$ cat config.mk
export PLATFORM = sky130hd
export DESIGN_NAME = pps_port_pins
export DESIGN_NICKNAME = d
export VERILOG_FILES = /design/src/rtl/pps_pkg.sv /design/src/rtl/pps_port_pins.sv
export SDC_FILE = /design/constraint.sdc
export NUM_CORES = 1
export LEC_CHECK = 0
export BUFFER_PORTS_ARGS = -buffer_cell sky130_fd_sc_hd__buf_4
export CAP_MARGIN = 20
export CORE_MARGIN = 8
export CORE_UTILIZATION = 35
export CTS_BUF_LIST = sky130_fd_sc_hd__clkbuf_8
export DETAILED_ROUTE_END_ITERATION = 8
export GPL_ROUTABILITY_DRIVEN = 0
export REMOVE_ABC_BUFFERS = 1
export SLEW_MARGIN = 25
export SYNTH_ARGS = -nofsm -noshare
export SYNTH_HDL_FRONTEND = slang
export SYNTH_SLANG_ARGS = --single-unit
export TNS_END_PERCENT = 5
$ cat constraint.sdc
create_clock -name sys_clk -period 0.8 [get_ports sys_clk]
set_input_delay 0.04 -clock sys_clk [delete_from_list [all_inputs] [get_ports sys_clk]]
set_output_delay 0.04 -clock sys_clk [all_outputs]
set_load 0.01 [all_outputs]
$ cat src/rtl/pps_pkg.sv
// Purpose: shared constants and state type for the port pin sharing block
// Assumes: direction bit 1 means input, 0 means output
// Notes:   sharing masks give which pins OR or AND their alternate output
package pps_pkg;

  // ****************************************
  // port widths
  // ****************************************
  localparam int unsigned P0_W = 5;
  localparam int unsigned P1_W = 7;
  localparam int unsigned P6_W = 6;
  localparam int unsigned P8_W = 8;

  // ****************************************
  // reset values
  // ****************************************
  localparam logic [7:0] RST_ZERO = 8'h00;
  localparam logic       RST_TOG  = 1'b0;

  // ****************************************
  // sharing masks per port (bit positions)
  // ****************************************
  localparam logic [7:0] P1_OR_M  = 8'h02;
  localparam logic [7:0] P1_AND_M = 8'h54;
  localparam logic [7:0] P2_OR_M  = 8'hDE;
  localparam logic [7:0] P3_OR_M  = 8'h0B;
  localparam logic [7:0] P8_OR_M  = 8'h02;
  localparam logic [7:0] P8_AND_M = 8'h54;
  localparam logic [7:0] NO_M     = 8'h00;

  // ****************************************
  // whole state of the block
  // ****************************************
  typedef struct packed {
    logic [7:0] s1_0, s2_0, o0, oe0, pu0, rd0;
    logic [7:0] s1_1, s2_1, o1, oe1, pu1, rd1;
    logic [7:0] s1_2, s2_2, o2, oe2, pu2, rd2;
    logic [7:0] s1_3, s2_3, o3, oe3, pu3, rd3;
    logic [7:0] s1_4, s2_4, o4, oe4, rd4;
    logic [7:0] s1_5, s2_5, o5, oe5, rd5;
    logic [7:0] s1_6, s2_6, o6, oe6, rd6;
    logic [7:0] s1_7, s2_7, rd7;
    logic [7:0] s1_8, s2_8, o8, oe8, pu8, rd8;
    logic       pclk_tog;
  } pps_state_t;

endpackage

$ cat src/rtl/pps_port_pins.sv
// Purpose: pin level sharing of ports 0 to 8 with on-chip peripherals
// Assumes: one clock, synchronous active-low reset, pins sampled twice
// Notes:   all pin outputs, enables and read data come from flip-flops
`timescale 1ns/100ps

// What this block does
// port 0 is five bits, each bit's direction set by its direction bit.
// port 0 bit 0 feeds the NMI request, bits 1-4 external irqs.
// port 0 pins serve port and interrupt inputs together, no select.
// ports 0,1,2,3,8 enable a pin pull-up when its pull-up bit is set.
// port 1 is seven bits with direction, shared with serial and irqs.
// port 1 bits 0,3,5 give port and alternate input together.
// port 1 bit 1 drives latch OR serial data out.
// port 1 bits 2,4,6 drive latch AND alternate output.
// port 2 is eight bits with direction, bits 0-7 shared with timers.
// port 2 bits 0 and 5 give port and capture input together.
// port 2 bits 1-4,6,7 drive latch OR timer output.
// port 3 is eight bits; bit 0 clock out, bits 1-4 timer C.
// port 3 bits 2,4 give port and alternate input together.
// port 3 bits 0,1,3 drive latch OR clock or timer output.
// processor clock output shows half the system clock when enabled.
// ports 4-6 select port or LCD output per control mode bit.
// port 6 is six bits with direction, LCD segments 12-17 in control.
// port 7 is an eight bit input port shared with analog inputs.
// port 7 digital read and analog input work together.
// port 8 bits 0,3,5 give port and alternate input together.
// port 8 bit 1 drives latch OR serial channel 1 data out.
// port 8 bits 2,4,6 drive latch AND serial clock or CAN transmit.
// software keeps the latch at one for alternate-only AND pins.
// software keeps the latch at zero for alternate-only OR pins.
// selector pins pick port or alternate by a software control bit.
// input direction turns the driver off except ports 4-6 in control mode; pin level reads back.
module pps_port_pins
  import pps_pkg::*;
(
  input  wire logic              sys_clk,
  input  wire logic              reset_n,
  input  wire logic [4:0]        port0_direction_reg,
  input  wire logic [4:0]        port0_pullup_reg,
  input  wire logic [4:0]        port0_out_latch,
  input  wire logic [4:0]        port0_pin_i,
  output logic      [4:0]        port0_pin_o,
  output logic      [4:0]        port0_pin_oe,
  output logic      [4:0]        port0_pullup_en,
  output logic      [4:0]        port0_read_data,
  input  wire logic [6:0]        port1_direction_reg,
  input  wire logic [6:0]        port1_pullup_reg,
  input  wire logic [6:0]        port1_out_latch,
  input  wire logic [6:0]        port1_pin_i,
  output logic      [6:0]        port1_pin_o,
  output logic      [6:0]        port1_pin_oe,
  output logic      [6:0]        port1_pullup_en,
  output logic      [6:0]        port1_read_data,
  input  wire logic [7:0]        port2_direction_reg,
  input  wire logic [7:0]        port2_pullup_reg,
  input  wire logic [7:0]        port2_out_latch,
  input  wire logic [7:0]        port2_pin_i,
  output logic      [7:0]        port2_pin_o,
  output logic      [7:0]        port2_pin_oe,
  output logic      [7:0]        port2_pullup_en,
  output logic      [7:0]        port2_read_data,
  input  wire logic [7:0]        port3_direction_reg,
  input  wire logic [7:0]        port3_pullup_reg,
  input  wire logic [7:0]        port3_out_latch,
  input  wire logic [7:0]        port3_pin_i,
  output logic      [7:0]        port3_pin_o,
  output logic      [7:0]        port3_pin_oe,
  output logic      [7:0]        port3_pullup_en,
  output logic      [7:0]        port3_read_data,
  input  wire logic [7:0]        port4_direction_reg,
  input  wire logic [7:0]        port4_control_mode_reg,
  input  wire logic [7:0]        port4_out_latch,
  input  wire logic [7:0]        port4_pin_i,
  output logic      [7:0]        port4_pin_o,
  output logic      [7:0]        port4_pin_oe,
  output logic      [7:0]        port4_read_data,
  input  wire logic [7:0]        port5_direction_reg,
  input  wire logic [7:0]        port5_control_mode_reg,
  input  wire logic [7:0]        port5_out_latch,
  input  wire logic [7:0]        port5_pin_i,
  output logic      [7:0]        port5_pin_o,
  output logic      [7:0]        port5_pin_oe,
  output logic      [7:0]        port5_read_data,
  input  wire logic [5:0]        port6_direction_reg,
  input  wire logic [5:0]        port6_control_mode_reg,
  input  wire logic [5:0]        port6_out_latch,
  input  wire logic [5:0]        port6_pin_i,
  output logic      [5:0]        port6_pin_o,
  output logic      [5:0]        port6_pin_oe,
  output logic      [5:0]        port6_read_data,
  input  wire logic [7:0]        port7_pin_i,
  output logic      [7:0]        port7_read_data,
  input  wire logic [7:0]        port8_direction_reg,
  input  wire logic [7:0]        port8_pullup_reg,
  input  wire logic [7:0]        port8_out_latch,
  input  wire logic [7:0]        port8_pin_i,
  output logic      [7:0]        port8_pin_o,
  output logic      [7:0]        port8_pin_oe,
  output logic      [7:0]        port8_pullup_en,
  output logic      [7:0]        port8_read_data,
  output logic                   nmi_req,
  output logic      [5:0]        ext_irq_input,
  output logic      [1:0]        serial_data_in,
  output logic      [1:0]        serial_clock_in,
  output logic      [1:0]        async_serial_rx,
  output logic      [3:0]        timer_g_capture_input,
  output logic      [1:0]        timer5_count_input,
  output logic      [3:0]        timer_c_capture_input,
  output logic      [1:0]        can_receive,
  input  wire logic [1:0]        serial_data_out,
  input  wire logic [1:0]        serial_clock_out,
  input  wire logic [1:0]        uart_transmit_out,
  input  wire logic [3:0]        timer_g_output,
  input  wire logic [1:0]        timer5_output,
  input  wire logic [1:0]        timer_c_output,
  input  wire logic              processor_clock_enable,
  input  wire logic [1:0]        can_transmit,
  input  wire logic [3:0]        lcd_common_out,
  input  wire logic [17:0]       lcd_segment_out
);
  import pps_pkg::*;

  // ****************************************
  // helpers
  // ****************************************
  // OR and AND sharing; a bit in neither mask drives the plain latch
  function automatic logic [7:0] pps_mix(input logic [7:0] lat,
                                         input logic [7:0] alt,
                                         input logic [7:0] or_m,
                                         input logic [7:0] and_m);
    pps_mix = (lat & ~or_m & ~and_m) | ((lat | alt) & or_m)
            | (lat & alt & and_m);
  endfunction

  // selector: control mode bit picks the alternate output
  function automatic logic [7:0] pps_sel(input logic [7:0] pmc,
                                         input logic [7:0] lat,
                                         input logic [7:0] alt);
    pps_sel = (pmc & alt) | (~pmc & lat);
  endfunction

  // read back: pin level when input, latch when output
  function automatic logic [7:0] pps_rd(input logic [7:0] dir,
                                        input logic [7:0] pin,
                                        input logic [7:0] lat);
    pps_rd = (dir & pin) | (~dir & lat);
  endfunction

  pps_state_t st_r;
  pps_state_t st_nxt;
  logic [7:0] alt1;
  logic [7:0] alt2;
  logic [7:0] alt3;
  logic [7:0] alt8;

  // ****************************************
  // alternate output gathering
  // ****************************************
  // clock output is a toggle so the pin stays a registered output;
  // the pin therefore runs at half the system clock
  assign alt1 = {1'b0, uart_transmit_out[1], 1'b0, uart_transmit_out[0],
                 1'b0, serial_clock_out[0], serial_data_out[0], 1'b0};
  assign alt2 = {timer5_output, 1'b0, timer_g_output, 1'b0};
  assign alt3 = {4'h0, timer_c_output[1], 1'b0, timer_c_output[0],
                 st_r.pclk_tog};
  assign alt8 = {1'b0, can_transmit[1], 1'b0, can_transmit[0], 1'b0,
                 serial_clock_out[1], serial_data_out[1], 1'b0};

  // ****************************************
  // next state
  // ****************************************
  always_comb
  begin
    st_nxt = st_r;
    // two-stage pin synchronisers
    st_nxt.s1_0 = {3'h0, port0_pin_i};
    st_nxt.s2_0 = st_r.s1_0;
    st_nxt.s1_1 = {1'b0, port1_pin_i};
    st_nxt.s2_1 = st_r.s1_1;
    st_nxt.s1_2 = port2_pin_i;
    st_nxt.s2_2 = st_r.s1_2;
    st_nxt.s1_3 = port3_pin_i;
    st_nxt.s2_3 = st_r.s1_3;
    st_nxt.s1_4 = port4_pin_i;
    st_nxt.s2_4 = st_r.s1_4;
    st_nxt.s1_5 = port5_pin_i;
    st_nxt.s2_5 = st_r.s1_5;
    st_nxt.s1_6 = {2'h0, port6_pin_i};
    st_nxt.s2_6 = st_r.s1_6;
    st_nxt.s1_7 = port7_pin_i;
    st_nxt.s2_7 = st_r.s1_7;
    st_nxt.s1_8 = port8_pin_i;
    st_nxt.s2_8 = st_r.s1_8;
    // port 0: plain latch, interrupts only listen
    st_nxt.o0  = {3'h0, port0_out_latch};
    st_nxt.oe0 = {3'h0, ~port0_direction_reg};
    st_nxt.pu0 = {3'h0, port0_pullup_reg};
    st_nxt.rd0 = pps_rd({3'h0, port0_direction_reg}, st_r.s2_0,
                        {3'h0, port0_out_latch});
    // port 1: serial and uart sharing
    st_nxt.o1  = pps_mix({1'b0, port1_out_latch}, alt1, P1_OR_M,
                         P1_AND_M);
    st_nxt.oe1 = {1'b0, ~port1_direction_reg};
    st_nxt.pu1 = {1'b0, port1_pullup_reg};
    st_nxt.rd1 = pps_rd({1'b0, port1_direction_reg}, st_r.s2_1,
                        {1'b0, port1_out_latch});
    // port 2: timer sharing
    st_nxt.o2  = pps_mix(port2_out_latch, alt2, P2_OR_M, NO_M);
    st_nxt.oe2 = ~port2_direction_reg;
    st_nxt.pu2 = port2_pullup_reg;
    st_nxt.rd2 = pps_rd(port2_direction_reg, st_r.s2_2, port2_out_latch);
    // port 3: clock output and timer C
    st_nxt.pclk_tog = processor_clock_enable & ~st_r.pclk_tog;
    st_nxt.o3  = pps_mix(port3_out_latch, alt3, P3_OR_M, NO_M);
    st_nxt.oe3 = ~port3_direction_reg;
    st_nxt.pu3 = port3_pullup_reg;
    st_nxt.rd3 = pps_rd(port3_direction_reg, st_r.s2_3, port3_out_latch);
    // ports 4 to 6: LCD selector, control mode always drives
    st_nxt.o4  = pps_sel(port4_control_mode_reg, port4_out_latch,
                         {lcd_segment_out[3:0], lcd_common_out});
    st_nxt.oe4 = port4_control_mode_reg | ~port4_direction_reg;
    st_nxt.rd4 = pps_rd(port4_direction_reg, st_r.s2_4, port4_out_latch);
    st_nxt.o5  = pps_sel(port5_control_mode_reg, port5_out_latch,
                         lcd_segment_out[11:4]);
    st_nxt.oe5 = port5_control_mode_reg | ~port5_direction_reg;
    st_nxt.rd5 = pps_rd(port5_direction_reg, st_r.s2_5, port5_out_latch);
    st_nxt.o6  = pps_sel({2'h0, port6_control_mode_reg},
                         {2'h0, port6_out_latch},
                         {2'h0, lcd_segment_out[17:12]});
    st_nxt.oe6 = {2'h0, port6_control_mode_reg | ~port6_direction_reg};
    st_nxt.rd6 = pps_rd({2'h0, port6_direction_reg}, st_r.s2_6,
                        {2'h0, port6_out_latch});
    // port 7: input only, analog path untouched
    st_nxt.rd7 = st_r.s2_7;
    // port 8: serial channel 1 and CAN
    st_nxt.o8  = pps_mix(port8_out_latch, alt8, P8_OR_M,
                         P8_AND_M);
    st_nxt.oe8 = ~port8_direction_reg;
    st_nxt.pu8 = port8_pullup_reg;
    st_nxt.rd8 = pps_rd(port8_direction_reg, st_r.s2_8, port8_out_latch);
  end

  // ****************************************
  // state register
  // ****************************************
  // reset leaves every driver off, as all pins float in reset
  always_ff @(posedge sys_clk)
  begin
    if (!reset_n)
    begin
      st_r          <= '0;
      st_r.pclk_tog <= RST_TOG;
    end
    else
    begin
      st_r <= st_nxt;
    end
  end

  // ****************************************
  // outputs
  // ****************************************
  assign port0_pin_o     = st_r.o0[4:0];
  assign port0_pin_oe    = st_r.oe0[4:0];
  assign port0_pullup_en = st_r.pu0[4:0];
  assign port0_read_data = st_r.rd0[4:0];
  assign port1_pin_o     = st_r.o1[6:0];
  assign port1_pin_oe    = st_r.oe1[6:0];
  assign port1_pullup_en = st_r.pu1[6:0];
  assign port1_read_data = st_r.rd1[6:0];
  assign port2_pin_o     = st_r.o2;
  assign port2_pin_oe    = st_r.oe2;
  assign port2_pullup_en = st_r.pu2;
  assign port2_read_data = st_r.rd2;
  assign port3_pin_o     = st_r.o3;
  assign port3_pin_oe    = st_r.oe3;
  assign port3_pullup_en = st_r.pu3;
  assign port3_read_data = st_r.rd3;
  assign port4_pin_o     = st_r.o4;
  assign port4_pin_oe    = st_r.oe4;
  assign port4_read_data = st_r.rd4;
  assign port5_pin_o     = st_r.o5;
  assign port5_pin_oe    = st_r.oe5;
  assign port5_read_data = st_r.rd5;
  assign port6_pin_o     = st_r.o6[5:0];
  assign port6_pin_oe    = st_r.oe6[5:0];
  assign port6_read_data = st_r.rd6[5:0];
  assign port7_read_data = st_r.rd7;
  assign port8_pin_o     = st_r.o8;
  assign port8_pin_oe    = st_r.oe8;
  assign port8_pullup_en = st_r.pu8;
  assign port8_read_data = st_r.rd8;

  // alternate inputs tap the second sync stage regardless of direction
  assign nmi_req               = st_r.s2_0[0];
  assign ext_irq_input         = {st_r.s2_1[5], st_r.s2_1[3],
                                  st_r.s2_0[4:1]};
  assign serial_data_in        = {st_r.s2_8[0], st_r.s2_1[0]};
  assign serial_clock_in       = {st_r.s2_8[2], st_r.s2_1[2]};
  assign async_serial_rx       = {st_r.s2_1[5], st_r.s2_1[3]};
  assign timer_g_capture_input = {st_r.s2_2[5], st_r.s2_2[0],
                                  2'h0};
  assign timer5_count_input    = st_r.s2_2[7:6];
  assign timer_c_capture_input = st_r.s2_3[4:1];
  assign can_receive           = {st_r.s2_8[5], st_r.s2_8[3]};
endmodule // pps_port_pins

==> flow_summary_export.csv <==
group,metric,value,unit
routing,via_count,9370,
worst_setup_path,required,0.76,ns
final_layout,finalInstanceArea,21000,µm²
final_layout,layout-area-overhead-vs-synth,69.55,%
die,rows,69,
worst_setup_path,worst_setup_path_start_kind,"register",
sta,min_period_over_period,1.428,
worst_setup_path,critPathMaxStageDelay,0.38,ns
clocking,cts_root_buf,"clkbuf_8",
clocking,clock-sinks,351,
clocking,ctsHtreeMaxLevel,2,
logic_synthesis,yosysMostFrequentCell,"dfxtp_1",
die,ioPinCount,524,
clocking,clock_latency,0.61,ns
die,start_util,0.3516,
logic_synthesis,synth_seq_cells,351,
logic_synthesis,yosys.area.top_type,"dfxtp_1",
worst_setup_path,critPathTopFamily,"flip-flops",
worst_setup_path,crit_chain,"buf_6",
logic_synthesis,synthArstFlopShare,0,
clocking,numCtsBuffers,57,
logic_synthesis,ys_top_cells_by_area,"dfxtp_1 (57%), buf_4 (15%), and2_1 (9.9%)",
placed_design,numPortBuffers,521,
worst_setup_path,startpoint,"async_serial_rx[0]$_SDFF_PN0_",
die,die_y,204.1,µm
worst_hold_path,hp-class,"primary input to register",
grt,globalRouteMet1Util,0.1815,
final_layout,fin_util,0.5961,
grt,met3_usage,0.07767,
placed_design,placed_cell_area,14900,µm²
worst_hold_path,min_from,"reset_n",
power,p_leak,10.13,nW
grt,antenna_found_initial,2,
sta,hold_violations,0,
final_layout,drive_gt1_frac,0.4774,
outcome,status,"finished with violations",
grt,grt-busiest-layer,"met2",
clocking,clk_pin_slew,0.06,ns
worst_setup_path,crit_buf_inv,1,
grt,grt.total_usage,0.1797,
run,cap_violations,0,
final_layout,fin_cells,2277,
worst_setup_path,worstPathArrival,1.10,ns
sta,setup_viol,260,
routing,drcViolationCount,0,
logic_synthesis,synth_cells,1087,
logic_synthesis,synth-edff-count,0,
grt,grt_pass1_wl,58570,µm
placed_design,place_hpwl,25040,µm
worst_setup_path,cpMaxStageDelayCell,"dfxtp_4",
routing,vias_per_cell,4.115,
worst_setup_path,rr_startpoint,"async_serial_rx[1]$_SDFF_PN0_",
routing,drt_iter0_markers,173,
sta,setup_tns,-68.02,ns
logic_synthesis,ys.flop_type,"dfxtp_1",
outcome,violations,"negative setup slack",
routing,totalWireLength,40800,µm
logic_synthesis,synthDominantCellAreaShare,0.5674,
sta,max_freq,875.1,MHz
sta,period_minus_slack,1.143,ns
grt,grt_pass1_vias,10456,
die,fp.dieW,204.1,µm
logic_synthesis,yosysSeqAreaShare,0.5674,
grt,met2_usage,0.3157,
logic_synthesis,synth_cell_types,15,
routing,dr.pass1.iters,4,
final_layout,nets,2050,
power,vdd_ir_drop_max,1.473,mV
logic_synthesis,avgSynthCellArea,11.39,µm²
logic_synthesis,synth_area,12380,µm²
grt,grt_remaining_overflow,0,
worst_setup_path,crit_path_max_fanout,3,
sta,finClkSkew,0.01197,ns
logic_synthesis,yosys_warnings,0,
die,die-area,41650,µm²
worst_setup_path,path_class,"register to output pin",
power,power_density,1910,nW/µm²
worst_setup_path,endpoint_kind,"output pin",
logic_synthesis,synth_commonest_cells,"dfxtp_1 (351), buf_4 (242), and2_1 (195), nor2b_1 (116), mux2i_1 (80)",
power,power,40.11,mW
clocking,clock_path_buffers,3,
sta,drv_slew,0,
grt,grt_max_degree,50,
die,core,35220,µm²
routing,wl_per_cell,17.92,µm
sta,rsz0062_at_grt,"yes",
sta,setup_ws,-0.3428,ns
clocking,tritoncts,"done",
routing,ant_nets,0,
placed_design,dp_cells,1805,
-- cells in the final DEF (no fill, tap or decap) --
cell,count
clkinv_2,6
inv_2,1
buf_8,1
o21a_1,11
nor2b_2,5
dfxtp_1,136
and3_1,6
dlymetal6s4s_1,45
dfxtp_4,6
buf_6,230
diode_2,2
clkinvlp_4,3
nor2b_1,111
dfxtp_2,209
mux2i_1,80
clkbuf_8,73
buf_16,1
inv_1,43
a21boi_2,22
nor2_1,1
dlygate4sd3_1,317
buf_4,305
nand2_1,1
and2_1,195
buf_12,4
conb_1,2
-- worst paths after layout --
| check | endpoint | slack, ns | depth (start not counted) |
|---|---|---|---|
| max | async_serial_rx[0] | -0.34 | 1 |
| min | port1_pin_oe[1]$_SDFF_PN0_ | 0.03 | 4 |
| max reg2reg | port1_read_data[5]$_SDFF_PN0_ | 0 | 3 |
| min reg2reg | can_receive[1]$_SDFF_PN0_ | 0.43 | 1 |
-- registers in the layout, summed over array words and instances, names as in the netlist, 8 cells and up --
register	count
port2_pin_o	8
port2_pin_oe	8
port2_pullup_en	8
port2_read_data	8
port3_pin_o	8
port3_pin_oe	8
port3_pullup_en	8
port3_read_data	8
port4_pin_o	8
port4_pin_oe	8
port4_read_data	8
port5_pin_o	8
port5_pin_oe	8
port5_read_data	8
port7_read_data	8
port8_pin_o	8
port8_pin_oe	8
port8_pullup_en	8
port8_read_data	8
st_nxt	74
st_r	37
-- routing by layer --
metal  share of wire  routed length, µm
met1            0.36              14580
met2            0.51              20920
met3           0.092               3749
met4           0.038               1543
met5               0                  0
-- metrics by stage --
| stage | hold WS (ns) | setup WS, ns |
|---|---|---|
| 2_1_floorplan | 0.1116 | 0.1249 |
| 3_3_place_gp | 0.2146 | -0.03081 |
| 3_5_place_dp | 0.2151 | -0.05531 |
| 4_1_cts | 0.02285 | -0.4140 |
| 5_1_grt | 0.006130 | -0.4166 |
| 6_report | 0.02602 | -0.3428 |
-- logic make-up after synthesis --
logic type / count (synthesis) / share of synthesized area
AOI/OAI and AO/OA: 33 / 0.02668
buffers and inverters: 303 / 0.1802
DFF: 351 / 0.5674
muxes: 80 / 0.06467
other: 1 / 0.0003028
and+or+nand+nor: 319 / 0.1608
-- final cells by class --
cell class              count  area (µm²)
fillers                  2571       14230
clock inverters            31       135.1
repair buffers            903        8738
clock buffers              73        1005
flip-flops and latches    351        7311
well taps                 461       576.8
diodes                      2       5.005
inverters                  22       82.58
multi-input cells         434        3142
-- power breakdown --
group	switching [mW]	leakage, nW	internal, mW
combinational	2.06	6.48	3.95
sequential	0.417	2.98	18.5
clock	7.01	0.666	8.16
total	9.48	10.1	30.6
-- timing repair --
action,in CTS,in global routing
setup endpoints to repair,241,318
setup buffers,4,0
hold endpoints to repair,350,20
resized for setup,371,133
hold buffers,343,20
No activity file was read; power rests on OpenSTA's default activity.
